### src/inc/iou_cfg.svh
`ifndef IOU_CFG_SVH
`define IOU_CFG_SVH

// device address field, low ten bits of the first register
`define IOU_DEVADR_W      10
// response window in ns and the 50 MHz clock period in ns
`define IOU_RESP_NS       2000
`define IOU_CLK_NS        20
`define IOU_RESP_CYC      ((`IOU_RESP_NS) / (`IOU_CLK_NS))
// condition code values, bit 3 = C, bit 2 = V, bit 1 = G, bit 0 = L
`define IOU_CC_OK         4'h0
`define IOU_CC_TMO        4'h4
// status byte returned for a device that is not present
`define IOU_ABSENT_STAT   8'h04
// bus cycle kinds driven on dev_kind
`define IOU_KIND_CMD      2'h0
`define IOU_KIND_STAT     2'h1
`define IOU_KIND_RD       2'h2
`define IOU_KIND_WR       2'h3

`endif

### src/inc/iou_pkg.sv
package iou_pkg;

   // programmed i/o operation decoded by the pipeline
   typedef enum logic [2:0] {
      IOU_OP_CMD   = 3'h0,   // output_command
      IOU_OP_SENSE = 3'h1,   // sense_status
      IOU_OP_RDB   = 3'h2,   // read_data
      IOU_OP_RDH   = 3'h3,   // read_two_byte
      IOU_OP_WRB   = 3'h4,   // write_data
      IOU_OP_WRH   = 3'h5    // write_two_byte
   } iou_op_e;

   // one instruction handed over from the pipeline
   typedef struct packed {
      logic        valid;
      iou_op_e     op;
      logic        reg_form;   // register-to-register form
      logic [31:0] r1;         // first_reg_field register contents
      logic [31:0] r2;         // second_reg_field register contents
      logic [15:0] mem_opnd;   // halfword operand, byte operand in [7:0]
   } iou_instr_s;

   // answer lines from the device controllers
   typedef struct packed {
      logic        ack;        // device sync
      logic        err;        // incorrect response
      logic        hw;         // device is halfword oriented
      logic [15:0] rdata;
   } iou_dev_in_s;

endpackage

### src/hdl/iou_unit.sv
`timescale 1ns/100ps
`include "iou_cfg.svh"
module iou_unit
   import iou_pkg::*;
#(
   parameter int RESP_CYC = `IOU_RESP_CYC
)(
   input  wire logic                      mclk,
   input  wire logic                      rst_n,
   input  wire iou_instr_s                instr,
   input  wire logic                      priv_state,
   output logic                           busy,
   output logic                           done,
   output logic                           priv_fault,
   output logic [3:0]                     cc,
   output logic                           reg_we,
   output logic [31:0]                    reg_wdata,
   output logic                           mem_we,
   output logic                           mem_hw,
   output logic [15:0]                    mem_wdata,
   output logic                           dev_req,
   output logic [`IOU_DEVADR_W-1:0]       dev_addr,
   output logic [1:0]                     dev_kind,
   output logic                           dev_wide,
   output logic                           dev_second,
   output logic [15:0]                    dev_wdata,
   input  wire iou_dev_in_s               dev_in
);

   localparam logic [15:0] TMO_LIM = 16'(RESP_CYC);

   typedef enum logic [3:0] {
      S_IDLE = 4'h1,
      S_REQ  = 4'h2,
      S_REL  = 4'h4,
      S_FIN  = 4'h8
   } iou_state_e;

   function automatic logic is_two(input iou_op_e op);
      is_two = (op == IOU_OP_RDH) || (op == IOU_OP_WRH);
   endfunction

   function automatic logic [1:0] kind_of(input iou_op_e op);
      unique case (op)
         IOU_OP_CMD:   kind_of = `IOU_KIND_CMD;
         IOU_OP_SENSE: kind_of = `IOU_KIND_STAT;
         IOU_OP_RDB,
         IOU_OP_RDH:   kind_of = `IOU_KIND_RD;
         default:      kind_of = `IOU_KIND_WR;
      endcase
   endfunction

   ////////////////////////////////////////////////////////////////////////////
   // two-flop synchroniser on the device answer lines
   iou_dev_in_s sync1_q;
   iou_dev_in_s sync2_q;

   always_ff @(posedge mclk) begin
      if (!rst_n) begin
         sync1_q <= '0;
         sync2_q <= '0;
      end else begin
         sync1_q <= dev_in;
         sync2_q <= sync1_q;
      end
   end

   ////////////////////////////////////////////////////////////////////////////
   // sequencer state
   iou_state_e                 state_q,   state_d;
   iou_op_e                    op_q,      op_d;
   logic                       regf_q,    regf_d;
   logic [`IOU_DEVADR_W-1:0]   addr_q,    addr_d;
   logic [15:0]                data_q,    data_d;
   logic                       phase_q,   phase_d;
   logic                       hw_q,      hw_d;
   logic                       tmo_q,     tmo_d;
   logic [15:0]                timer_q,   timer_d;
   logic                       done_q,    done_d;
   logic                       fault_q,   fault_d;
   logic [3:0]                 cc_q,      cc_d;
   logic                       reg_we_q,  reg_we_d;
   logic [31:0]                reg_wd_q,  reg_wd_d;
   logic                       mem_we_q,  mem_we_d;
   logic                       mem_hw_q,  mem_hw_d;
   logic [15:0]                mem_wd_q,  mem_wd_d;
   logic                       start;

   assign start = instr.valid && (state_q == S_IDLE);

   // next values of the sequencer
   always_comb begin
      state_d  = state_q;
      op_d     = op_q;
      regf_d   = regf_q;
      addr_d   = addr_q;
      data_d   = data_q;
      phase_d  = phase_q;
      hw_d     = hw_q;
      tmo_d    = tmo_q;
      timer_d  = timer_q;
      done_d   = 1'b0;
      fault_d  = 1'b0;
      cc_d     = cc_q;
      reg_we_d = 1'b0;
      reg_wd_d = reg_wd_q;
      mem_we_d = 1'b0;
      mem_hw_d = mem_hw_q;
      mem_wd_d = mem_wd_q;
      unique case (state_q)
         S_IDLE: begin
            if (start && !priv_state) begin
               done_d  = 1'b1;
               fault_d = 1'b1;
            end else if (start) begin
               op_d    = instr.op;
               regf_d  = instr.reg_form;
               addr_d  = instr.r1[`IOU_DEVADR_W-1:0];
               phase_d = 1'b0;
               hw_d    = 1'b0;
               tmo_d   = 1'b0;
               timer_d = '0;
               if (is_two(instr.op))
                  data_d = instr.reg_form ? instr.r2[15:0] : instr.mem_opnd;
               else
                  data_d = {8'h00, instr.reg_form ? instr.r2[7:0] : instr.mem_opnd[7:0]};
               state_d = S_REQ;
            end
         end
         S_REQ: begin
            timer_d = timer_q + 16'h0001;
            if (sync2_q.ack) begin
               if (!phase_q)
                  hw_d = sync2_q.hw;
               if (sync2_q.err)
                  tmo_d = 1'b1;
               if (kind_of(op_q) == `IOU_KIND_RD || kind_of(op_q) == `IOU_KIND_STAT) begin
                  if (!is_two(op_q))
                     data_d = {8'h00, sync2_q.rdata[7:0]};
                  else if (!phase_q && sync2_q.hw)
                     data_d = sync2_q.rdata;
                  else if (!phase_q)
                     data_d = {sync2_q.rdata[7:0], 8'h00};
                  else
                     data_d = {data_q[15:8], sync2_q.rdata[7:0]};
               end
               state_d = S_REL;
            end else if (timer_q >= TMO_LIM) begin
               tmo_d   = 1'b1;
               data_d  = (op_q == IOU_OP_SENSE) ? {8'h00, `IOU_ABSENT_STAT} : data_q;
               state_d = S_FIN;
            end
         end
         S_REL: begin
            timer_d = timer_q + 16'h0001;
            if (!sync2_q.ack) begin
               // second byte follows with no status cycle
               if (is_two(op_q) && !hw_q && !phase_q && !tmo_q) begin
                  phase_d = 1'b1;
                  timer_d = '0;
                  state_d = S_REQ;
               end else begin
                  state_d = S_FIN;
               end
            end else if (timer_q >= TMO_LIM) begin
               tmo_d   = 1'b1;
               state_d = S_FIN;
            end
         end
         S_FIN: begin
            done_d   = 1'b1;
            state_d  = S_IDLE;
            mem_hw_d = is_two(op_q);
            mem_wd_d = data_q;
            if (op_q == IOU_OP_SENSE) begin
               cc_d = tmo_q ? `IOU_CC_TMO : data_q[3:0];
            end else begin
               cc_d = tmo_q ? `IOU_CC_TMO : `IOU_CC_OK;
            end
            // reads write back even on timeout
            if (kind_of(op_q) == `IOU_KIND_RD || op_q == IOU_OP_SENSE) begin
               reg_we_d = regf_q;
               mem_we_d = !regf_q;
               reg_wd_d = is_two(op_q) ? {16'h0000, data_q} : {24'h000000, data_q[7:0]};
            end
         end
         default: state_d = S_IDLE;
      endcase
   end

   // register the sequencer
   always_ff @(posedge mclk) begin
      if (!rst_n) begin
         state_q  <= S_IDLE;
         op_q     <= IOU_OP_CMD;
         regf_q   <= 1'b0;
         addr_q   <= '0;
         data_q   <= '0;
         phase_q  <= 1'b0;
         hw_q     <= 1'b0;
         tmo_q    <= 1'b0;
         timer_q  <= '0;
         done_q   <= 1'b0;
         fault_q  <= 1'b0;
         cc_q     <= `IOU_CC_OK;
         reg_we_q <= 1'b0;
         reg_wd_q <= '0;
         mem_we_q <= 1'b0;
         mem_hw_q <= 1'b0;
         mem_wd_q <= '0;
      end else begin
         state_q  <= state_d;
         op_q     <= op_d;
         regf_q   <= regf_d;
         addr_q   <= addr_d;
         data_q   <= data_d;
         phase_q  <= phase_d;
         hw_q     <= hw_d;
         tmo_q    <= tmo_d;
         timer_q  <= timer_d;
         done_q   <= done_d;
         fault_q  <= fault_d;
         cc_q     <= cc_d;
         reg_we_q <= reg_we_d;
         reg_wd_q <= reg_wd_d;
         mem_we_q <= mem_we_d;
         mem_hw_q <= mem_hw_d;
         mem_wd_q <= mem_wd_d;
      end
   end

   ////////////////////////////////////////////////////////////////////////////
   // outputs; operands are never written for command and write cycles
   // one bus cycle per byte or halfword
   assign busy       = (state_q != S_IDLE);
   assign done       = done_q;
   assign priv_fault = fault_q;
   assign cc         = cc_q;
   assign reg_we     = reg_we_q;
   assign reg_wdata  = reg_wd_q;
   assign mem_we     = mem_we_q;
   assign mem_hw     = mem_hw_q;
   assign mem_wdata  = mem_wd_q;
   assign dev_req    = (state_q == S_REQ);
   assign dev_addr   = addr_q;
   assign dev_kind   = kind_of(op_q);
   assign dev_wide   = is_two(op_q);
   assign dev_second = phase_q;
   assign dev_wdata  = data_q;

   ////////////////////////////////////////////////////////////////////////////
   // checks
   localparam int ABORT_MAX = 3;

   a_priv_block: assert property (@(posedge mclk) disable iff (!rst_n)
      start && !priv_state |=> done && priv_fault && !busy ##1 (!dev_req || $past(start)))
      else $error("unprivileged instruction reached the bus");

   a_addr_r1: assert property (@(posedge mclk) disable iff (!rst_n)
      start && priv_state |=> dev_req && dev_addr == $past(instr.r1[9:0]))
      else $error("device address not taken from r1 bits 22:31");

   a_absent_stat: assert property (@(posedge mclk) disable iff (!rst_n)
      done && op_q == IOU_OP_SENSE && tmo_q |-> cc == 4'h4 && mem_wdata[7:0] == 8'h04)
      else $error("absent device status wrong");

   a_sense_cc: assert property (@(posedge mclk) disable iff (!rst_n)
      done && op_q == IOU_OP_SENSE && !priv_fault |-> cc == (tmo_q ? 4'h4 : mem_wdata[3:0]))
      else $error("sense cc not equal to status bits 4:7");

   a_byte_clear: assert property (@(posedge mclk) disable iff (!rst_n)
      reg_we && !is_two(op_q) |-> reg_wdata[31:8] == 24'h000000)
      else $error("byte read left upper bits set");

   a_half_clear: assert property (@(posedge mclk) disable iff (!rst_n)
      reg_we && op_q == IOU_OP_RDH |-> reg_wdata[31:16] == 16'h0000 && reg_wdata[15:0] == data_q)
      else $error("halfword read register layout wrong");

   a_tmo_cc: assert property (@(posedge mclk) disable iff (!rst_n)
      done && !priv_fault && op_q != IOU_OP_SENSE |-> cc == (tmo_q ? 4'h4 : 4'h0))
      else $error("condition code does not follow timeout");

   a_no_opnd_wr: assert property (@(posedge mclk) disable iff (!rst_n)
      done && kind_of(op_q) inside {2'h0, 2'h3} |-> !reg_we && !mem_we)
      else $error("command or write modified an operand");

   a_timer_abort: assert property (@(posedge mclk) disable iff (!rst_n)
      dev_req && !sync2_q.ack && timer_q >= TMO_LIM |=> !dev_req ##[1:ABORT_MAX] done && cc[2])
      else $error("response timer did not abort");

   a_rd_tmo_wr: assert property (@(posedge mclk) disable iff (!rst_n)
      done && !priv_fault && op_q == IOU_OP_RDB |-> reg_we || mem_we)
      else $error("read did not write its operand");

   a_no_gap: assert property (@(posedge mclk) disable iff (!rst_n)
      state_q == S_REL && !sync2_q.ack && phase_d && !phase_q
      |=> dev_req && dev_second && dev_kind == $past(dev_kind))
      else $error("second byte not issued directly");

   c_two_byte: cover property (@(posedge mclk) disable iff (!rst_n)
      dev_req && dev_second && dev_wide);
   c_timeout: cover property (@(posedge mclk) disable iff (!rst_n)
      done && cc == 4'h4);
   c_sense_ok: cover property (@(posedge mclk) disable iff (!rst_n)
      done && op_q == IOU_OP_SENSE && !tmo_q);

endmodule

### config.mk
export PLATFORM = sky130hd
export DESIGN_NAME = iou_unit
export DESIGN_NICKNAME = d
export VERILOG_FILES = /design/src/inc/iou_pkg.sv /design/src/hdl/iou_unit.sv
export VERILOG_INCLUDE_DIRS = /design/src /design/src/inc
export SDC_FILE = /design/constraint.sdc
export NUM_CORES = 1
export LEC_CHECK = 0
export ABC_AREA = 0
export BUFFER_PORTS_ARGS = -buffer_cell sky130_fd_sc_hd__buf_4
export CORE_AREA = 2 2 172 90
export DETAILED_ROUTE_END_ITERATION = 8
export DIE_AREA = 0 0 174 92
export MAX_ROUTING_LAYER = met4
export SLEW_MARGIN = 20
export SYNTH_ARGS = -nofsm -noshare
export SYNTH_HDL_FRONTEND = slang
export SYNTH_SLANG_ARGS = --single-unit
### constraint.sdc
create_clock -name mclk -period 2.6 [get_ports mclk]
set_input_delay 0.39 -clock mclk [delete_from_list [all_inputs] [get_ports mclk]]
set_output_delay 0.39 -clock mclk [all_outputs]
set_load 0.1 [all_outputs]
Word-level counts from Yosys, hierarchy flattened
Cells that the tools add are included.
{"block": "op_classes", "n_reduce_logical": 31, "n_eq_ne": 26, "addsub": 1, "n_mux": 48, "n_bitwise": 1, "magnitude_cmp": 1}
{"op": "$mux 16", "count": 16}
{"op": "$pmux 16 s3", "count": 1}
{"op": "$mux 4", "count": 8}
{"op": "$pmux 16 s2", "count": 1}
{"op": "$add 16x1->16 const B", "count": 1}
{"op": "$ge 16x7->1 const B", "count": 1}
{"op": "$reduce_and 5->1", "count": 3}
{"op": "$ne 2x2->1 const B", "count": 6}
{"op": "$pmux 4 s3", "count": 1}
{"op": "$mux 1", "count": 11}
{"op": "$eq 3x2->1 const B", "count": 3}
{"op": "$reduce_and 3->1", "count": 3}
{"op": "$mux 8", "count": 1}
{"op": "$reduce_and 7->1", "count": 1}
{"op": "$eq 3x3->1 const B", "count": 2}
{"op": "$logic_and 1x1->1", "count": 6}
{"op": "$mux 2", "count": 3}
{"op": "$ne 3x1->1 const B", "count": 2}
{"op": "$pmux 1 s2", "count": 3}
{"op": "$pmux 2 s3", "count": 1}
{"op": "$reduce_and 2->1", "count": 3}
{"op": "$reduce_and 6->1", "count": 1}
{"op": "$logic_not 1->1", "count": 5}
{"op": "$ne 5x4->1 const B", "count": 1}
{"op": "other kinds (19)", "count": 24}
{"block": "word_totals", "output_inout_bits": 89, "wordCells": 134, "input_bits": 107, "register_bits": 148}

Depth between registers and ports, before layout
{"block": "depth", "depth_word": 10, "ltp_mapped": 9, "depth_no_buf": 7}

Worst setup path after synthesis
Ideal clock, no wire load.
{"block": "synth_timing", "path_type": "register to register", "from": "register op_q[2]", "to": "register data_q[11] (netlist: dev_wdata[11])", "required_time_ns": 2.481, "n_path_buf": 1, "arrival_time_ns": 2.755, "setup_ns": 0.119, "slack_ns": -0.275, "path_stages_with_launch": 7, "period_less_slack_ns": 2.875, "path_cell_list": "dfxtp_1 xor2_1 and2_0 nand4_2 and3_1 buf_6 o221a_1"}
{"block": "synth_via", "word_cells_on_any_way": 21, "classes_between": "eq/ne: 9; mux: 7; reduce/logical: 5"}
{"item": "start: declaration", "line": "iou_unit.sv:71", "text": "iou_op_e op_q, op_d;"}
{"item": "start signal: assignment", "line": "iou_unit.sv:213", "text": "op_q <= op_d;"}
{"item": "$eq 3x2->1 / $eq 3x3->1 (equally long branches)"}
{"item": "$logic_or 1x1->1 (*)"}
{"item": "net dev_wide", "line": "iou_unit.sv:24", "text": "output logic dev_wide,"}
{"item": "$mux 16", "line": "iou_unit.sv:138", "text": "if (!is_two(op_q))"}
{"item": "$mux 16", "line": "iou_unit.sv:137", "text": "if (kind_of(op_q) == `IOU_KIND_RD || kind_of(op_q) == `IOU_KIND_STAT) begin"}
{"item": "$mux 16", "line": "iou_unit.sv:132", "text": "if (sync2_q.ack) begin"}
{"item": "$pmux 16 s2", "line": "iou_unit.sv:110", "text": "unique case (state_q)"}
{"item": "end signal: assignment", "line": "iou_unit.sv:216", "text": "data_q <= data_d;"}
{"item": "end: declaration", "line": "iou_unit.sv:74", "text": "logic [15:0] data_q, data_d;"}
Mark *: on every way through the listed nets, which the timed path passes. The rest lies on a longest branch. The select of a mux whose other input is x is not followed.
A chain may end at the register's enable or synchronous reset.

Worst setup path after layout
{"block": "layout_timing", "from": "register state_q[2]", "to": "output dev_req"}
{"block": "layout_via", "elab_chain_cells": 1}
{"item": "start: declaration", "line": "iou_unit.sv:70", "text": "iou_state_e state_q, state_d;"}
{"item": "start signal: assignment", "line": "iou_unit.sv:212", "text": "state_q <= state_d;"}
{"item": "$eq 4x2->1", "line": "iou_unit.sv:244", "text": "assign dev_req = (state_q == S_REQ);"}
{"item": "end: declaration", "line": "iou_unit.sv:21", "text": "output logic dev_req,"}
Every way passes these cells.

==> results.md <==
- Detail Route Antenna Nets: 0
- Yosys top cell by area: dfxtp_1
- Max Root-Sink Buffers: 2
- Post-route setup slack: 0.0987 ns
- Residual DRC: 0
- Post-CTS setup buffer count: 0
- Worst-path clk slew: 0.06 ns
- Die Area: roughly 16,000 um2
- N_diodes: 0
- Via count: 4,748
- Gr ovfl total: 0
- Placement Setup Slack: 0.323 ns
- Worst Setup EP: dev_req
- # rows: 32
- Slew Viols, Final: 0
- Endpoints failing hold: 0
- Vias in the first global route: 4,617
- Critical-path cell list: nand2b_4 > or3_4 > clkinv_1 > buf_4 > buf_6
- FF-to-FF setup slack: 0.28 ns
- Sequential share of the synthesized area: 49.0%
- RSZ-0062 raised after global routing: false
- Period utilization: 96.2%
- Ys async rst share: 0%
- Die height: 92 um
- Top cells by area, synth: dfxtp_1 49%, nand2_1 6.5%, a21oi_1 5.0%
- Initial DRC Count: 346
- Worst VDD drop: between 0.5 and 0.6 mV
- First-pass GRT wire length: 24,400 um
- M2 GR Usage: 28.6%
- Top Ports: 196
- Avg WL per Cell: roughly 16 um
- Status: complete, no violations
- Port bufs: around 140
- Final setup viols: 0
- MaxCap Viol Count: 0
- Most common cell after layout, fill and taps aside: buf_4
- First-pass detailed-route iteration total: 5
- Area Overhead vs Synth: 32.8%
- Core Area: 14,700 um2
- Nets@finish: 850
- Setup TNS: 0 ns
- Setup Crit Path Kind: flip-flop to primary output
- Largest family of logic cells by synthesized area: simple AND/OR/NAND/NOR gates
- Critical Path Max Stage Delay: about 0.40 ns
- Xor and xnor area share after synthesis: 2.92%
- CTS Hold Bufs: 0
- Synthesized-area fraction occupied by ao, oa, aoi and oai cells: 13.1%
- Hold path start: dev_in[4]
- Total power: about 5400 uW
- CP max stage cell: dfxtp_1
- Clock Skew: 0.0127 ns
- Pin count of the biggest net entering global routing: 46
- Num CTS Buffers: 17
- Layout cells sized above 1: 26.9%
- Initial Util: 36.6%
- Total number of H-tree levels: 4
- Worst Setup End Kind: primary output
- Pleak: 0.00300 uW
- EDFF count, synth: 0
- Simple-gate share of the synthesized area: 23.0%
- Total wire length: 15,100 um
- DR vias/cell: 4.97
- Crit-path max FO: 33
- Post-DP HPWL: approximately 11,000 um
- GP Congestion: approximately 0.84
- #FFs+latches synth: 132
- Met3 usage: 4.98%
- Final critical-path required period: 2.50 ns
- Crit path launch type: flip-flop
- Skew-Pair Late Insertion Delay: 0.42 ns
- Mean Syn Cell Area: between 8 and 9 um2
- Die Wd: 174 um
- Required time worst endpoint: between 2 and 2.5 ns
- RR Endpoint: dev_wdata[14]
- R2R Path Start: op_q[0]
- Tot GR Track Use: between 20% and 30%
- Hold Path Class: primary input to flip-flop
- Max-slew headroom at the worst pin: 52.0%
- Cells after Synth: roughly 600
- Critical path startpoint: state_q[2]
- Achievable Freq: around 400 MHz
- Clock sink count: between 100 and 150
- Pwr/cell area: 755 nW/um2
- Synth Flop Type: dfxtp_1
- Post-Synth Adder-Cell Area: 0.696%
- Synthesized area: 5390 um2
- CTS tree: yes
- CP Data Arrival Time: 2.11 ns
- Busiest grt layer: met2
- Commonest non-fill, non-tap cells in the layout: 150 x buf_4, 131 x dfxtp_1, 94 x nand2_1
- Synth unique cells: 51
- Worst Max-Slew Pin Slew: 0.720 ns
- Clk root buf: clkbuf_16
- Antenna violations before repair: 0
- Synth top area share: 49.0%
- Yosys warns: 0
- Mux cell area share after synthesis: 5.01%
- Reg2Reg Depth: 8
- M1 GR Usage: 28.2%
[cell usage after synthesis, types with 2 or more instances]
library cell,count
a211oi_1,14
a21oi_1,54
a22oi_1,8
a31oi_1,24
and2_1,41
and3_1,8
buf_1,4
buf_2,5
buf_4,16
buf_6,4
clkbuf_1,28
clkinv_1,2
dfxtp_1,132
ha_1,3
inv_1,5
mux2_2,8
mux2i_1,18
nand2_1,94
nand2b_1,3
nand3_1,14
nand3b_1,3
nand4_1,10
nor2_1,50
nor3_1,12
nor3b_1,2
o21ai_0,6
o22ai_1,2
or3_1,3
xnor2_1,2
xor2_1,16
[repair_timing]
action                                  in CTS  in global routing
gates resized for setup                      1                  1
gates cloned                                 0                  0
endpoints found under the setup margin       1                  1
[cell families (layout without fill, tap and decap cells)]
kind of cell | Yosys count | in the layout
AND/OR/NAND/NOR | 253 | 253
flip-flops | 132 | 132
AO/OA/AOI/OAI | 115 | 115
buffers and inverters | 64 | 189
multiplexers | 26 | 26
XOR/XNOR | 18 | 18
adder cells (fa/ha/maj) | 3 | 3
other | 1 | 16
[power by group]
| part | total, uW | switching [uW] | leakage, uW | internal [uW] |
|---|---|---|---|---|
| clock | 2550 | 935 | 0.000308 | 1610 |
| sequential | 2140 | 58.7 | 0.00108 | 2080 |
| combinational | 718 | 523 | 0.00162 | 195 |
[flip-flops by register name, indices dropped and copies added, names as in the netlist, 3 cells and up]
register,count
timer_q,16
dev_wdata,16
dev_addr,10
op_q,3
sync2_q,19
cc,4
mem_wdata,16
reg_wdata,16
state_q,4
sync1_q,19
[worst min-delay path by stage]
stage / endpoint / slack, ns / depth (start not counted)
2_1_floorplan: sync2_q[0] / 0.41 / 1
3_3_place_gp: sync2_q[0] / 0.42 / 1
3_5_place_dp: sync2_q[3] / 0.42 / 1
4_1_cts: sync1_q[12] / 0.17 / 2
5_1_grt: sync1_q[12] / 0.17 / 2
6_report: sync1_q[4] / 0.17 / 2
[stage by stage]
stage / hold slack [ns] / util [%] / instance area [um2] / std cells
after floorplan: 0.412 / - / 5450 / 627
after CTS: 0.165 / 48.6 / 7160 / 956
after detailed placement: 0.418 / 44.4 / 6540 / 925
after global placement: 0.423 / 44.4 / 6540 / 925
after global routing: 0.172 / 48.6 / 7170 / 956
final: 0.175 / 48.6 / 7170 / 956
[cell type report]
type | count | area (um2)
Tap cell | 204 | 255
Clock buffer | 17 | 425
Fill cell | 1411 | 7570
Inverter | 7 | 26.3
Clock inverter | 14 | 200
Sequential cell | 132 | 2640
Multi-Input combinational cell | 431 | 2480
Timing Repair Buffer | 151 | 1140
[critical path, delay by kind of cell, from the launching register on]
family	cells	cell delay [ns]
AND/OR/NAND/NOR	2	0.57
buffers and inverters	3	0.71
flip-flops	1	0.40
[layer usage]
layer | wire [um] | share of wire [%]
met5 | 0 | 0
met4 | 191 | 1.3
met3 | 1190 | 7.9
met2 | 6300 | 42
met1 | 7450 | 49
Note: power is estimated with default switching activity, not from simulation.
